### src/crl_cfg.svh
// constants for the condition-register logic, compare and leading-zero unit
// assumes big-endian bit numbering: bit 0 is the most significant bit
`ifndef CRL_CFG_SVH
`define CRL_CFG_SVH

// instruction fields (big-endian numbering, converted with 31-n)
`define CRL_OP_PRIMARY_CMPLI   6'h0A
`define CRL_OP_PRIMARY_CRLOG   6'h13
`define CRL_OP_PRIMARY_X       6'h1F
`define CRL_XO_CNTLZW          10'h01A
`define CRL_XO_CRAND           10'h101
`define CRL_XO_CRANDC          10'h081
`define CRL_XO_CREQV           10'h121
`define CRL_XO_CRNAND          10'h0E1
`define CRL_XO_CRNOR           10'h021
`define CRL_XO_CROR            10'h1C1
`define CRL_XO_CRORC           10'h1A1
`define CRL_XO_CRXOR           10'h0C1
`define CRL_IMM_EXT            16'h0000
`define CRL_CLZ_ALL_ZERO       6'h20
`define CRL_RECORD_FIELD       3'h0
`define CRL_CR_RESET           32'h00000000
`define CRL_GPR_RESET          32'h00000000

`endif

### src/crl_pkg.sv
// types for the condition-register logic unit
// assumes crl_cfg.svh holds the numbers
package crl_pkg;
   typedef enum logic [3:0] {
      CRL_OP_NONE     = 4'h0,
      CRL_OP_CMP_UNSIGNED_IMMEDIATE = 4'h1,
      CRL_OP_CLZ      = 4'h2,
      CRL_OP_AND      = 4'h3,
      CRL_OP_NAND     = 4'h4,
      CRL_OP_OR       = 4'h5,
      CRL_OP_NOR      = 4'h6,
      CRL_OP_XOR      = 4'h7,
      CRL_OP_EQUIV    = 4'h8,
      CRL_OP_AND_NOT  = 4'h9,
      CRL_OP_OR_NOT   = 4'hA,
      CRL_OP_INVALID  = 4'hB
   } crl_op_type;
endpackage

### src/crl_dec_if.sv
// decoded-instruction bundle between the unit top and its decoder
// assumes one clock domain
`timescale 1ns/1ps
interface crl_dec_if;
   logic [31:0]        instr;
   crl_pkg::crl_op_type op;
   logic [4:0]         target_cr_bit;
   logic [4:0]         first_cr_bit;
   logic [4:0]         second_cr_bit;
   logic [2:0]         target_cr_field;
   logic [15:0]        unsigned_immediate;
   logic               record_bit;
   modport decoder (input instr, output op, target_cr_bit, first_cr_bit, second_cr_bit,
                    target_cr_field, unsigned_immediate, record_bit);
   modport unit (output instr, input op, target_cr_bit, first_cr_bit, second_cr_bit,
                 target_cr_field, unsigned_immediate, record_bit);
endinterface

### src/crl_decoder.sv
// combinational instruction decoder for the unit
// assumes a 32-bit instruction word, bit 0 most significant
`timescale 1ns/1ps
`include "crl_cfg.svh"
module crl_decoder (
   crl_dec_if.decoder dec
);
   import crl_pkg::*;

   logic [5:0] primary;
   logic [9:0] ext_op;

   // fields in big-endian numbering: bits a..b map to [31-a:31-b]
   assign primary                = dec.instr[31:26];
   assign ext_op                 = dec.instr[10:1];  // bits 21-30
   assign dec.target_cr_bit      = dec.instr[25:21]; // bits 6-10
   assign dec.first_cr_bit       = dec.instr[20:16];
   assign dec.second_cr_bit      = dec.instr[15:11];
   assign dec.target_cr_field    = dec.instr[25:23];
   assign dec.unsigned_immediate = dec.instr[15:0];
   assign dec.record_bit         = dec.instr[0];

   // opcode selection
   always_comb begin
      dec.op = CRL_OP_NONE;
      if (primary == `CRL_OP_PRIMARY_CMPLI) begin
         dec.op = dec.instr[21] ? CRL_OP_INVALID : CRL_OP_CMP_UNSIGNED_IMMEDIATE; // operand-size bit
      end else if (primary == `CRL_OP_PRIMARY_CRLOG) begin
         unique case (ext_op)
            `CRL_XO_CRAND:  dec.op = CRL_OP_AND;
            `CRL_XO_CRANDC: dec.op = CRL_OP_AND_NOT;
            `CRL_XO_CREQV:  dec.op = CRL_OP_EQUIV;
            `CRL_XO_CRNAND: dec.op = CRL_OP_NAND;
            `CRL_XO_CRNOR:  dec.op = CRL_OP_NOR;
            `CRL_XO_CROR:   dec.op = CRL_OP_OR;
            `CRL_XO_CRORC:  dec.op = CRL_OP_OR_NOT;
            `CRL_XO_CRXOR:  dec.op = CRL_OP_XOR;
            default:        dec.op = CRL_OP_NONE;
         endcase
      end else if (primary == `CRL_OP_PRIMARY_X && ext_op == `CRL_XO_CNTLZW) begin
         dec.op = CRL_OP_CLZ;
      end
   end
endmodule

### src/crl_unit.sv
// condition-register logic, unsigned-immediate compare and leading-zero count unit
// assumes operands arrive with the instruction in the same cycle; results one cycle later
`timescale 1ns/1ps
`include "crl_cfg.svh"
module crl_unit (
   // clock and reset
   input  wire logic        clock_in,
   input  wire logic        srst_in,
   // instruction issue
   input  wire logic        issue_valid_in,
   input  wire logic [31:0] instr_in,
   input  wire logic [31:0] gpr_operand_in,
   input  wire logic [31:0] cr_in,
   input  wire logic        summary_overflow_in,
   // results
   output logic             done_out,
   output logic             invalid_form_out,
   output logic             gpr_write_out,
   output logic [31:0]      gpr_result_out,
   output logic             cr_write_out,
   output logic [31:0]      cr_result_out
);
   import crl_pkg::*;

   crl_dec_if dec ();

   // decoded operands and next values of the registered results
   logic [31:0] cr_next;
   logic [31:0] clz_next;
   logic        cr_wr_next;
   logic        gpr_wr_next;
   logic [3:0]  field_flags;
   logic [31:0] imm_ext;
   logic        bit_a;
   logic        bit_b;
   logic        bit_res;
   logic [4:0]  tgt_pos;
   logic [4:0]  fld_pos;

   assign dec.instr = instr_in;

   crl_decoder u_dec (
      .dec (dec)
   );

   // condition bit i (bit 0 = msb) lives at vector index 31-i
   assign bit_a   = cr_in[5'd31 - dec.first_cr_bit];
   assign bit_b   = cr_in[5'd31 - dec.second_cr_bit];
   assign tgt_pos = 5'd31 - dec.target_cr_bit;
   assign imm_ext = {`CRL_IMM_EXT, dec.unsigned_immediate};

   // leading-zero count from the msb
   always_comb begin
      // the highest set bit is seen last, so it decides the count
      clz_next = {26'h0, `CRL_CLZ_ALL_ZERO}; // zero source gives 32
      for (int i = 0; i < 32; i++) begin
         if (gpr_operand_in[i]) begin
            clz_next = 32'(31 - i);
         end
      end
   end

   // bit logic result
   always_comb begin
      unique case (dec.op)
         CRL_OP_AND:     bit_res = bit_a & bit_b;
         CRL_OP_NAND:    bit_res = ~(bit_a & bit_b);
         CRL_OP_OR:      bit_res = bit_a | bit_b;
         CRL_OP_NOR:     bit_res = ~(bit_a | bit_b);
         CRL_OP_XOR:     bit_res = bit_a ^ bit_b;
         CRL_OP_EQUIV:   bit_res = ~(bit_a ^ bit_b);
         CRL_OP_AND_NOT: bit_res = bit_a & ~bit_b;
         CRL_OP_OR_NOT:  bit_res = bit_a | ~bit_b;
         default:        bit_res = 1'b0;
      endcase
   end

   // condition register next value
   // the whole register is returned so the caller writes it back without merging
   always_comb begin
      cr_next     = cr_in;
      cr_wr_next  = 1'b0;
      gpr_wr_next = 1'b0;
      field_flags = 4'h0;
      fld_pos     = 5'd28 - {dec.target_cr_field, 2'b00};
      if (issue_valid_in) begin
         unique case (dec.op)
            CRL_OP_CMP_UNSIGNED_IMMEDIATE: begin
               field_flags = {gpr_operand_in < imm_ext, gpr_operand_in > imm_ext,
                              gpr_operand_in == imm_ext, summary_overflow_in};
               cr_next[fld_pos +: 4] = field_flags;
               cr_wr_next = 1'b1;
            end
            CRL_OP_CLZ: begin
               gpr_wr_next = 1'b1;
               if (dec.record_bit) begin
                  // result is never negative, so less-than is cleared
                  field_flags = {1'b0, clz_next != 32'h00000000, clz_next == 32'h00000000,
                                 summary_overflow_in};
                  cr_next[31:28] = field_flags; // field 0
                  cr_wr_next = 1'b1;
               end
            end
            CRL_OP_AND, CRL_OP_NAND, CRL_OP_OR, CRL_OP_NOR, CRL_OP_XOR, CRL_OP_EQUIV,
            CRL_OP_AND_NOT, CRL_OP_OR_NOT: begin
               cr_next[tgt_pos] = bit_res;
               cr_wr_next = 1'b1;
            end
            default: begin
               cr_next = cr_in;
            end
         endcase
      end
   end

   // result registers
   // strobes are one-cycle pulses; data outputs hold between writes so a slow
   // consumer can still pick them up after the strobe has gone
   always_ff @(posedge clock_in) begin
      if (srst_in) begin
         done_out         <= 1'b0;
         invalid_form_out <= 1'b0;
         gpr_write_out    <= 1'b0;
         gpr_result_out   <= `CRL_GPR_RESET;
         cr_write_out     <= 1'b0;
         cr_result_out    <= `CRL_CR_RESET;
      end else begin
         done_out         <= issue_valid_in && dec.op != CRL_OP_NONE;
         invalid_form_out <= issue_valid_in && dec.op == CRL_OP_INVALID;
         gpr_write_out    <= gpr_wr_next;
         gpr_result_out   <= gpr_wr_next ? clz_next : gpr_result_out;
         cr_write_out     <= cr_wr_next;
         cr_result_out    <= cr_wr_next ? cr_next : cr_result_out;
      end
   end

   // assertions
   cmp_lt_a: assert property (@(posedge clock_in) disable iff (srst_in)
      issue_valid_in && dec.op == CRL_OP_CMP_UNSIGNED_IMMEDIATE && gpr_operand_in < {16'h0000, instr_in[15:0]}
      |=> cr_result_out[5'd31 - {$past(instr_in[25:23]), 2'b00}])
      else $error("compare less-than flag wrong");
   cmp_invalid_a: assert property (@(posedge clock_in) disable iff (srst_in)
      issue_valid_in && instr_in[31:26] == 6'h0A && instr_in[21] |=> invalid_form_out && !cr_write_out)
      else $error("invalid compare form not flagged");
   cmp_others_a: assert property (@(posedge clock_in) disable iff (srst_in)
      issue_valid_in && dec.op == CRL_OP_CMP_UNSIGNED_IMMEDIATE |=>
      ((cr_result_out ^ $past(cr_in)) & ~(32'hF0000000 >> {$past(instr_in[25:23]), 2'b00})) == 32'h0)
      else $error("compare touched another field");
   clz_zero_a: assert property (@(posedge clock_in) disable iff (srst_in)
      issue_valid_in && dec.op == CRL_OP_CLZ && gpr_operand_in == 32'h0 |=> gpr_result_out == 32'h20)
      else $error("zero source count not 32");
   clz_msb_a: assert property (@(posedge clock_in) disable iff (srst_in)
      issue_valid_in && dec.op == CRL_OP_CLZ && gpr_operand_in[31] |=> gpr_result_out == 32'h0)
      else $error("msb set count not 0");
   clz_record_a: assert property (@(posedge clock_in) disable iff (srst_in)
      issue_valid_in && dec.op == CRL_OP_CLZ |=> cr_write_out == $past(instr_in[0]) &&
      (!cr_write_out || (!cr_result_out[31] && cr_result_out[28] == $past(summary_overflow_in))))
      else $error("record field wrong");
   crand_a: assert property (@(posedge clock_in) disable iff (srst_in)
      issue_valid_in && dec.op == CRL_OP_AND |=> cr_result_out[5'd31 - $past(instr_in[25:21])] ==
      ($past(cr_in[5'd31 - instr_in[20:16]]) & $past(cr_in[5'd31 - instr_in[15:11]])))
      else $error("bit and wrong");
   crorc_a: assert property (@(posedge clock_in) disable iff (srst_in)
      issue_valid_in && dec.op == CRL_OP_OR_NOT |=> cr_result_out[5'd31 - $past(instr_in[25:21])] ==
      ($past(cr_in[5'd31 - instr_in[20:16]]) | ~$past(cr_in[5'd31 - instr_in[15:11]])))
      else $error("bit or-complement wrong");
   single_bit_a: assert property (@(posedge clock_in) disable iff (srst_in)
      issue_valid_in && instr_in[31:26] == 6'h13 && dec.op != CRL_OP_NONE |=>
      $countones(cr_result_out ^ $past(cr_in)) <= 1)
      else $error("bit op changed several bits");

   // compare: every flag of the chosen field, and nothing written to the gpr
   cmp_gt_a: assert property (@(posedge clock_in) disable iff (srst_in)
      issue_valid_in && dec.op == CRL_OP_CMP_UNSIGNED_IMMEDIATE && gpr_operand_in > {16'h0000, instr_in[15:0]}
      |=> cr_result_out[5'd30 - {$past(instr_in[25:23]), 2'b00}])
      else $error("compare greater flag wrong");
   cmp_eq_a: assert property (@(posedge clock_in) disable iff (srst_in)
      issue_valid_in && dec.op == CRL_OP_CMP_UNSIGNED_IMMEDIATE && gpr_operand_in == {16'h0000, instr_in[15:0]}
      |=> cr_result_out[5'd29 - {$past(instr_in[25:23]), 2'b00}])
      else $error("compare equal flag wrong");
   cmp_lt_clear_a: assert property (@(posedge clock_in) disable iff (srst_in)
      issue_valid_in && dec.op == CRL_OP_CMP_UNSIGNED_IMMEDIATE && gpr_operand_in >= {16'h0000, instr_in[15:0]}
      |=> !cr_result_out[5'd31 - {$past(instr_in[25:23]), 2'b00}])
      else $error("compare less-than flag set wrongly");
   cmp_onehot_a: assert property (@(posedge clock_in) disable iff (srst_in)
      issue_valid_in && dec.op == CRL_OP_CMP_UNSIGNED_IMMEDIATE
      |=> $onehot((cr_result_out << {$past(instr_in[25:23]), 2'b00}) & 32'hE0000000))
      else $error("compare flags not exclusive");
   cmp_so_a: assert property (@(posedge clock_in) disable iff (srst_in)
      issue_valid_in && dec.op == CRL_OP_CMP_UNSIGNED_IMMEDIATE
      |=> cr_result_out[5'd28 - {$past(instr_in[25:23]), 2'b00}] == $past(summary_overflow_in))
      else $error("compare summary flag wrong");
   cmp_write_a: assert property (@(posedge clock_in) disable iff (srst_in)
      issue_valid_in && dec.op == CRL_OP_CMP_UNSIGNED_IMMEDIATE |=> done_out && cr_write_out && !gpr_write_out)
      else $error("compare strobes wrong");

   // invalid compare form: reported, nothing written
   inval_quiet_a: assert property (@(posedge clock_in) disable iff (srst_in)
      issue_valid_in && dec.op == CRL_OP_INVALID |=> done_out && !gpr_write_out && $stable(cr_result_out))
      else $error("invalid form wrote a result");
   inval_flag_a: assert property (@(posedge clock_in) disable iff (srst_in)
      !(issue_valid_in && dec.op == CRL_OP_INVALID) |=> !invalid_form_out)
      else $error("invalid form flagged wrongly");

   // leading-zero count: range, first one bit and the zeros above it
   clz_range_a: assert property (@(posedge clock_in) disable iff (srst_in)
      issue_valid_in && dec.op == CRL_OP_CLZ |=> gpr_write_out && gpr_result_out <= 32'h00000020)
      else $error("count out of range");
   clz_lead_a: assert property (@(posedge clock_in) disable iff (srst_in)
      issue_valid_in && dec.op == CRL_OP_CLZ && gpr_operand_in != 32'h0 |=> gpr_result_out < 32'h00000020 &&
      (($past(gpr_operand_in) << gpr_result_out[4:0]) & 32'h80000000) != 32'h0)
      else $error("count does not stop at first one");
   clz_zeros_a: assert property (@(posedge clock_in) disable iff (srst_in)
      issue_valid_in && dec.op == CRL_OP_CLZ |=> ($past(gpr_operand_in) >> (6'd32 - gpr_result_out[5:0])) == 32'h0)
      else $error("count skips a one bit");
   clz_norec_a: assert property (@(posedge clock_in) disable iff (srst_in)
      issue_valid_in && dec.op == CRL_OP_CLZ && !instr_in[0] |=> !cr_write_out && $stable(cr_result_out))
      else $error("plain count changed a field");
   clz_rec_eq_a: assert property (@(posedge clock_in) disable iff (srst_in)
      issue_valid_in && dec.op == CRL_OP_CLZ && instr_in[0]
      |=> cr_result_out[30] == (gpr_result_out != 32'h0) && cr_result_out[29] == (gpr_result_out == 32'h0))
      else $error("record greater or equal flag wrong");
   clz_rec_rest_a: assert property (@(posedge clock_in) disable iff (srst_in)
      issue_valid_in && dec.op == CRL_OP_CLZ && instr_in[0] |=> cr_result_out[27:0] == $past(cr_in[27:0]))
      else $error("record form touched another field");

   // bit operations, one property per function
   crnand_a: assert property (@(posedge clock_in) disable iff (srst_in)
      issue_valid_in && dec.op == CRL_OP_NAND |=> cr_result_out[5'd31 - $past(instr_in[25:21])] ==
      ~($past(cr_in[5'd31 - instr_in[20:16]]) & $past(cr_in[5'd31 - instr_in[15:11]])))
      else $error("bit nand wrong");
   cror_a: assert property (@(posedge clock_in) disable iff (srst_in)
      issue_valid_in && dec.op == CRL_OP_OR |=> cr_result_out[5'd31 - $past(instr_in[25:21])] ==
      ($past(cr_in[5'd31 - instr_in[20:16]]) | $past(cr_in[5'd31 - instr_in[15:11]])))
      else $error("bit or wrong");
   crnor_a: assert property (@(posedge clock_in) disable iff (srst_in)
      issue_valid_in && dec.op == CRL_OP_NOR |=> cr_result_out[5'd31 - $past(instr_in[25:21])] ==
      ~($past(cr_in[5'd31 - instr_in[20:16]]) | $past(cr_in[5'd31 - instr_in[15:11]])))
      else $error("bit nor wrong");
   crxor_a: assert property (@(posedge clock_in) disable iff (srst_in)
      issue_valid_in && dec.op == CRL_OP_XOR |=> cr_result_out[5'd31 - $past(instr_in[25:21])] ==
      ($past(cr_in[5'd31 - instr_in[20:16]]) ^ $past(cr_in[5'd31 - instr_in[15:11]])))
      else $error("bit xor wrong");
   creqv_a: assert property (@(posedge clock_in) disable iff (srst_in)
      issue_valid_in && dec.op == CRL_OP_EQUIV |=> cr_result_out[5'd31 - $past(instr_in[25:21])] ==
      ~($past(cr_in[5'd31 - instr_in[20:16]]) ^ $past(cr_in[5'd31 - instr_in[15:11]])))
      else $error("bit equivalence wrong");
   crandc_a: assert property (@(posedge clock_in) disable iff (srst_in)
      issue_valid_in && dec.op == CRL_OP_AND_NOT |=> cr_result_out[5'd31 - $past(instr_in[25:21])] ==
      ($past(cr_in[5'd31 - instr_in[20:16]]) & ~$past(cr_in[5'd31 - instr_in[15:11]])))
      else $error("bit and-complement wrong");
   bitop_write_a: assert property (@(posedge clock_in) disable iff (srst_in)
      issue_valid_in && instr_in[31:26] == 6'h13 && dec.op != CRL_OP_NONE |=> cr_write_out && !gpr_write_out)
      else $error("bit op strobes wrong");

   // decode of the bit-operation extended opcodes and the compare form
   dec_and_a: assert property (@(posedge clock_in) disable iff (srst_in)
      instr_in[31:26] == 6'h13 && instr_in[10:1] == 10'h101 |-> dec.op == CRL_OP_AND)
      else $error("bit and not decoded");
   dec_nand_a: assert property (@(posedge clock_in) disable iff (srst_in)
      instr_in[31:26] == 6'h13 && instr_in[10:1] == 10'h0E1 |-> dec.op == CRL_OP_NAND)
      else $error("bit nand not decoded");
   dec_or_a: assert property (@(posedge clock_in) disable iff (srst_in)
      instr_in[31:26] == 6'h13 && instr_in[10:1] == 10'h1C1 |-> dec.op == CRL_OP_OR)
      else $error("bit or not decoded");
   dec_nor_a: assert property (@(posedge clock_in) disable iff (srst_in)
      instr_in[31:26] == 6'h13 && instr_in[10:1] == 10'h021 |-> dec.op == CRL_OP_NOR)
      else $error("bit nor not decoded");
   dec_xor_a: assert property (@(posedge clock_in) disable iff (srst_in)
      instr_in[31:26] == 6'h13 && instr_in[10:1] == 10'h0C1 |-> dec.op == CRL_OP_XOR)
      else $error("bit xor not decoded");
   dec_eqv_a: assert property (@(posedge clock_in) disable iff (srst_in)
      instr_in[31:26] == 6'h13 && instr_in[10:1] == 10'h121 |-> dec.op == CRL_OP_EQUIV)
      else $error("bit equivalence not decoded");
   dec_andc_a: assert property (@(posedge clock_in) disable iff (srst_in)
      instr_in[31:26] == 6'h13 && instr_in[10:1] == 10'h081 |-> dec.op == CRL_OP_AND_NOT)
      else $error("bit and-complement not decoded");
   dec_orc_a: assert property (@(posedge clock_in) disable iff (srst_in)
      instr_in[31:26] == 6'h13 && instr_in[10:1] == 10'h1A1 |-> dec.op == CRL_OP_OR_NOT)
      else $error("bit or-complement not decoded");
   dec_cmp_a: assert property (@(posedge clock_in) disable iff (srst_in)
      instr_in[31:26] == 6'h0A && !instr_in[21] |-> dec.op == CRL_OP_CMP_UNSIGNED_IMMEDIATE)
      else $error("valid compare form not decoded");

   // strobes are pulses and results hold between writes
   strobe_idle_a: assert property (@(posedge clock_in) disable iff (srst_in)
      !issue_valid_in |=> !done_out && !gpr_write_out && !cr_write_out && !invalid_form_out)
      else $error("strobe without an issue");
   none_quiet_a: assert property (@(posedge clock_in) disable iff (srst_in)
      issue_valid_in && dec.op == CRL_OP_NONE |=> !done_out && !cr_write_out && !gpr_write_out)
      else $error("unknown opcode executed");
   gpr_hold_a: assert property (@(posedge clock_in) disable iff (srst_in)
      !gpr_write_out |-> $stable(gpr_result_out))
      else $error("gpr result changed without a write");
   cr_hold_a: assert property (@(posedge clock_in) disable iff (srst_in)
      !cr_write_out |-> $stable(cr_result_out))
      else $error("cr result changed without a write");
   reset_zero_a: assert property (@(posedge clock_in)
      srst_in |=> !done_out && !cr_write_out && !gpr_write_out && cr_result_out == 32'h0)
      else $error("outputs not cleared by reset");

   cmp_c: cover property (@(posedge clock_in) issue_valid_in && dec.op == CRL_OP_CMP_UNSIGNED_IMMEDIATE);
   clz_rec_c: cover property (@(posedge clock_in) issue_valid_in && dec.op == CRL_OP_CLZ && instr_in[0]);
   xor_c: cover property (@(posedge clock_in) issue_valid_in && dec.op == CRL_OP_XOR);
   inval_c: cover property (@(posedge clock_in) invalid_form_out);
   clz_zero_c: cover property (@(posedge clock_in) issue_valid_in && dec.op == CRL_OP_CLZ && gpr_operand_in == 32'h0);
endmodule

### config.mk
export PLATFORM = sky130hd
export DESIGN_NAME = crl_unit
export DESIGN_NICKNAME = d
export VERILOG_FILES = /design/src/crl_pkg.sv /design/src/crl_dec_if.sv /design/src/crl_decoder.sv /design/src/crl_unit.sv
export VERILOG_INCLUDE_DIRS = /design/src
export SDC_FILE = /design/constraint.sdc
export NUM_CORES = 1
export LEC_CHECK = 0
export ABC_AREA = 1
export BUFFER_PORTS_ARGS = -buffer_cell sky130_fd_sc_hd__clkbuf_2
export CAP_MARGIN = 10
export CORE_MARGIN = 2
export CORE_UTILIZATION = 53
export DETAILED_ROUTE_END_ITERATION = 8
export PLACE_DENSITY = 0.82
export SETUP_SLACK_MARGIN = 0.3
export SLEW_MARGIN = 30
export SYNTH_ARGS = -nofsm -noshare
export SYNTH_HDL_FRONTEND = slang
export SYNTH_HIERARCHICAL = 1
export SYNTH_SLANG_ARGS = --single-unit
### constraint.sdc
create_clock -name clock_in -period 3.9 [get_ports clock_in]
set_input_delay 0.585 -clock clock_in [delete_from_list [all_inputs] [get_ports clock_in]]
set_output_delay 0.585 -clock clock_in [all_outputs]
set_load 0.02 [all_outputs]
==> flow_metrics.env <==
export IMPL_fmaxAchievable_mhz=298.1
export IMPL_ys_ff_latch=42
export IMPL_place_congestion=1.056
export IMPL_wl_per_cell_microns=15.71
export IMPL_drive_gt1_share_pct=18.26
export IMPL_avgSynthCellArea_sq_um=5.850
export IMPL_end_kind="flop"
export IMPL_drv_slew=0
export IMPL_nFillCells=1014
export IMPL_start_kind="primary input"
export IMPL_numCtsBuffers=5
export IMPL_grt_pass1_vias=5814
export IMPL_yosys_warnings=6
export IMPL_ys_seq_area_share_pct=15.66
export IMPL_syn_area_sq_mm=0.005370
export IMPL_arrival_ps=3590
export IMPL_cts_buffer_depth=2
export IMPL_ys_types=39
export IMPL_rows=36
export IMPL_cts_tree="done"
export IMPL_design_area_sq_mm=0.005968
export IMPL_grt_usage_pct=31.90
export IMPL_htree_levels=2
export IMPL_p_seq_share_pct=38.4
export IMPL_cp_max_fo=29
export IMPL_finalSetupTns_ps=0
export IMPL_p_clk_share_pct=26.5
export IMPL_setup_slack_ps=545.1
export IMPL_postRouteAntennaNets=0
export IMPL_dpl_worst_slack_ps=56.55
export IMPL_viasPerCell=5.775
export IMPL_yosys_top_cells_area="dfxtp_1 (16%), o21ai_0 (12%), inv_1 (11%)"
export IMPL_placed_area_sq_mm=0.005853
export IMPL_antenna_found_initial=0
export IMPL_yosysTopAreaCell="dfxtp_1"
export IMPL_hold_violations=0
export IMPL_crit_start="instr_in[16]"
export IMPL_clk_insertion_delay_late_ps=300
export IMPL_drc=0
export IMPL_cts_root_buf="clkbuf_8"
export IMPL_drt_iter0_drc=683
export IMPL_min_path_type="reg2reg"
export IMPL_drv_cap=0
export IMPL_grt_setup_unrepaired="yes"
export IMPL_io_pins=168
export IMPL_dieArea_sq_mm=0.01095
export IMPL_start_util_pct=54.69
export IMPL_grt_pass1_wl_mm=28.88
export IMPL_p_leak_nw=2.984
export IMPL_clock_sinks=42
export IMPL_worst_pin_slew_ps=936.1
export IMPL_ctsHoldBuffers=0
export IMPL_relSlewSlack_pct=37.53
export IMPL_combPwrFrac_pct=35.1
export IMPL_setup_viol=0
export IMPL_fin_hold_ws_ps=469.8
export IMPL_nets=1134
export IMPL_clk_pin_slew_ps=90
export IMPL_period_minus_slack_ps=3355
export IMPL_worstReg2RegStart="cr_result_out[1]"
export IMPL_crit_required_ps=4130
export IMPL_n_antenna_cell=0
export IMPL_intPower_w=0.0006893
export IMPL_switching_power_w=0.0004486
export IMPL_die_w_microns=104.7
export IMPL_core_area_sq_mm=0.009819
export IMPL_area_growth_pct=11.14
export IMPL_power_density_mw_per_mm2=190.7
export IMPL_irDropWorstVdd_uv=132.8
export IMPL_overflow=0
export IMPL_critPathKind="in2reg"
export IMPL_synth_top_area_share_pct=15.66
export IMPL_final_core_util_pct=60.78
export IMPL_fin_crit_sh_pct=86.02
export IMPL_outcome="completed"
export IMPL_grt_start_max_net_pins=35
export IMPL_min_from="cr_result_out[31]"
export IMPL_die_h_microns=104.7
export IMPL_vias=6618
export IMPL_io_buffers=141
export IMPL_routed_wl_mm=18.00
export IMPL_synthCells=918
export IMPL_dr_pass1_iters=6
export IMPL_switching_share_pct=39.42
export IMPL_fin_skew_ps=0
export IMPL_hpwl_mm=14.15
-- worst max-delay path, stage by stage --
cell and delay [ps]:
clkbuf_2 190, clkinvlp_4 180, buf_4 190, o21ai_0 160, a21oi_1 50, o21ai_0 180, nand3_1 90, nand2_1 70
inv_1 40, o21ai_2 150, inv_1 80, ha_1 310, nor3_1 180, o211ai_1 130, nand3_1 130, buf_12 190
nor3_1 60, o311ai_0 300, o21ai_0 150, a21oi_1 150
-- kinds of logic (layout without fill, tap and decap cells) --
| family | after synthesis | after routing | synth area share (%) |
|---|---|---|---|
| and+or+nand+nor | 297 | 297 | 23.60 |
| AOI/OAI and AO/OA | 300 | 300 | 33.02 |
| other | 1 | 26 | 0.06983 |
| adders and majority gates | 22 | 22 | 5.126 |
| muxes | 2 | 2 | 0.3728 |
| buffers and inverters | 254 | 324 | 22.16 |
| DFF | 42 | 42 | 15.66 |
-- per-layer routing --
layer | up-vias | global-route usage, % | part of all wire, %
met5 | - | 0 | 0
met4 | 0 | 13.14 | 5.0
met2 | 458 | 49.86 | 41
met3 | 86 | 6.301 | 12
li1 | 3216 | - | -
met1 | 2858 | 42.89 | 42
-- timing repair --
action,CTS,global route
hold endpoints to repair,0,0
resized for setup,0,8
endpoints found under the setup margin,0,31
buffers inserted,0,1
-- cell type report --
type	instances	area, sq um	area share (%)
multi-input cells	647	3442	57.67
clock buffers	6	72.57	1.216
clock inverters	2	13.76	0.2306
repair inverters	1	5.005	0.08386
repair buffers	154	815.8	13.67
inverters	161	611.8	10.25
flip-flops and latches	42	840.8	14.09
well taps	133	166.4	2.788
-- per-stage QoR --
step | power (W) | instances
after detailed placement | 0.0008294 | 1136
after global placement | 0.0008252 | 1136
after global routing | 0.001200 | 1146
after floorplan | 0.0007281 | 943
final | 0.001138 | 1146
after CTS | 0.001124 | 1144
-- registers in the layout (all words and copies together) (netlist names) --
name	cells
done_out	1
cr_write_out	1
gpr_result_out	6
invalid_form_out	1
gpr_write_out	1
cr_result_out	32
-- cell usage after synthesis, drive strengths merged --
cell and n:
clkbuf 25, nor3 11, nand2 145, o21bai 2, a221oi 1, o311ai 23, o21a 1, dfxtp 42
a311oi 2, o2111ai 6, nand3 49, a32oi 1, a21oi 92, o22ai 2, nor2 80, o21ai 126
a211oi 10, mux2i 2, nand4 6, nor4 6, a22o 1, conb 1, a32o 8, o221ai 2
buf 68, o211ai 15, ha 22, inv 161, o31ai 8
-- power by group through the flow --
stage               combinational, W  clock [W]  sequential, W
finish                      0.000399   0.000302       0.000437
global route                0.000444   0.000318       0.000438
CTS                         0.000384   0.000303       0.000437
detailed placement          0.000382          0       0.000447
global placement            0.000378          0       0.000447
floorplan                   0.000275          0       0.000453
-- cells in the final DEF (no fill, tap or decap), types with 4 or more instances in the layout --
| cell type | synthesis | routed |
|---|---|---|
| nor2_1 | 71 | 71 |
| buf_4 | 61 | 12 |
| nor4_1 | 6 | 6 |
| o211ai_1 | 15 | 15 |
| a211oi_1 | 10 | 10 |
| nand2_1 | 143 | 143 |
| nand3_1 | 48 | 48 |
| nor3_1 | 10 | 10 |
| clkbuf_2 | 0 | 141 |
| clkbuf_8 | 0 | 5 |
| inv_1 | 155 | 153 |
| nand4_1 | 6 | 6 |
| ha_1 | 22 | 22 |
| o311ai_0 | 23 | 22 |
| a21oi_1 | 91 | 91 |
| inv_2 | 6 | 6 |
| nor2_2 | 7 | 6 |
| o2111ai_1 | 6 | 6 |
| o31ai_1 | 8 | 8 |
| dfxtp_1 | 42 | 42 |
| o21ai_0 | 124 | 121 |
| o21ai_1 | 2 | 4 |
| conb_1 | 1 | 26 |
| a32o_1 | 8 | 8 |
-- path summary, 6_finish.rpt --
check / end / slack [ps] / cells past startpoint
hold reg to reg: cr_result_out[31] / 470 / 2
setup reg to reg: cr_result_out[1] / 3090 / 4
setup / recovery: cr_result_out[6] / 550 / 20
hold / removal: cr_result_out[31] / 470 / 2
No activity file was read; power rests on OpenSTA's default activity.
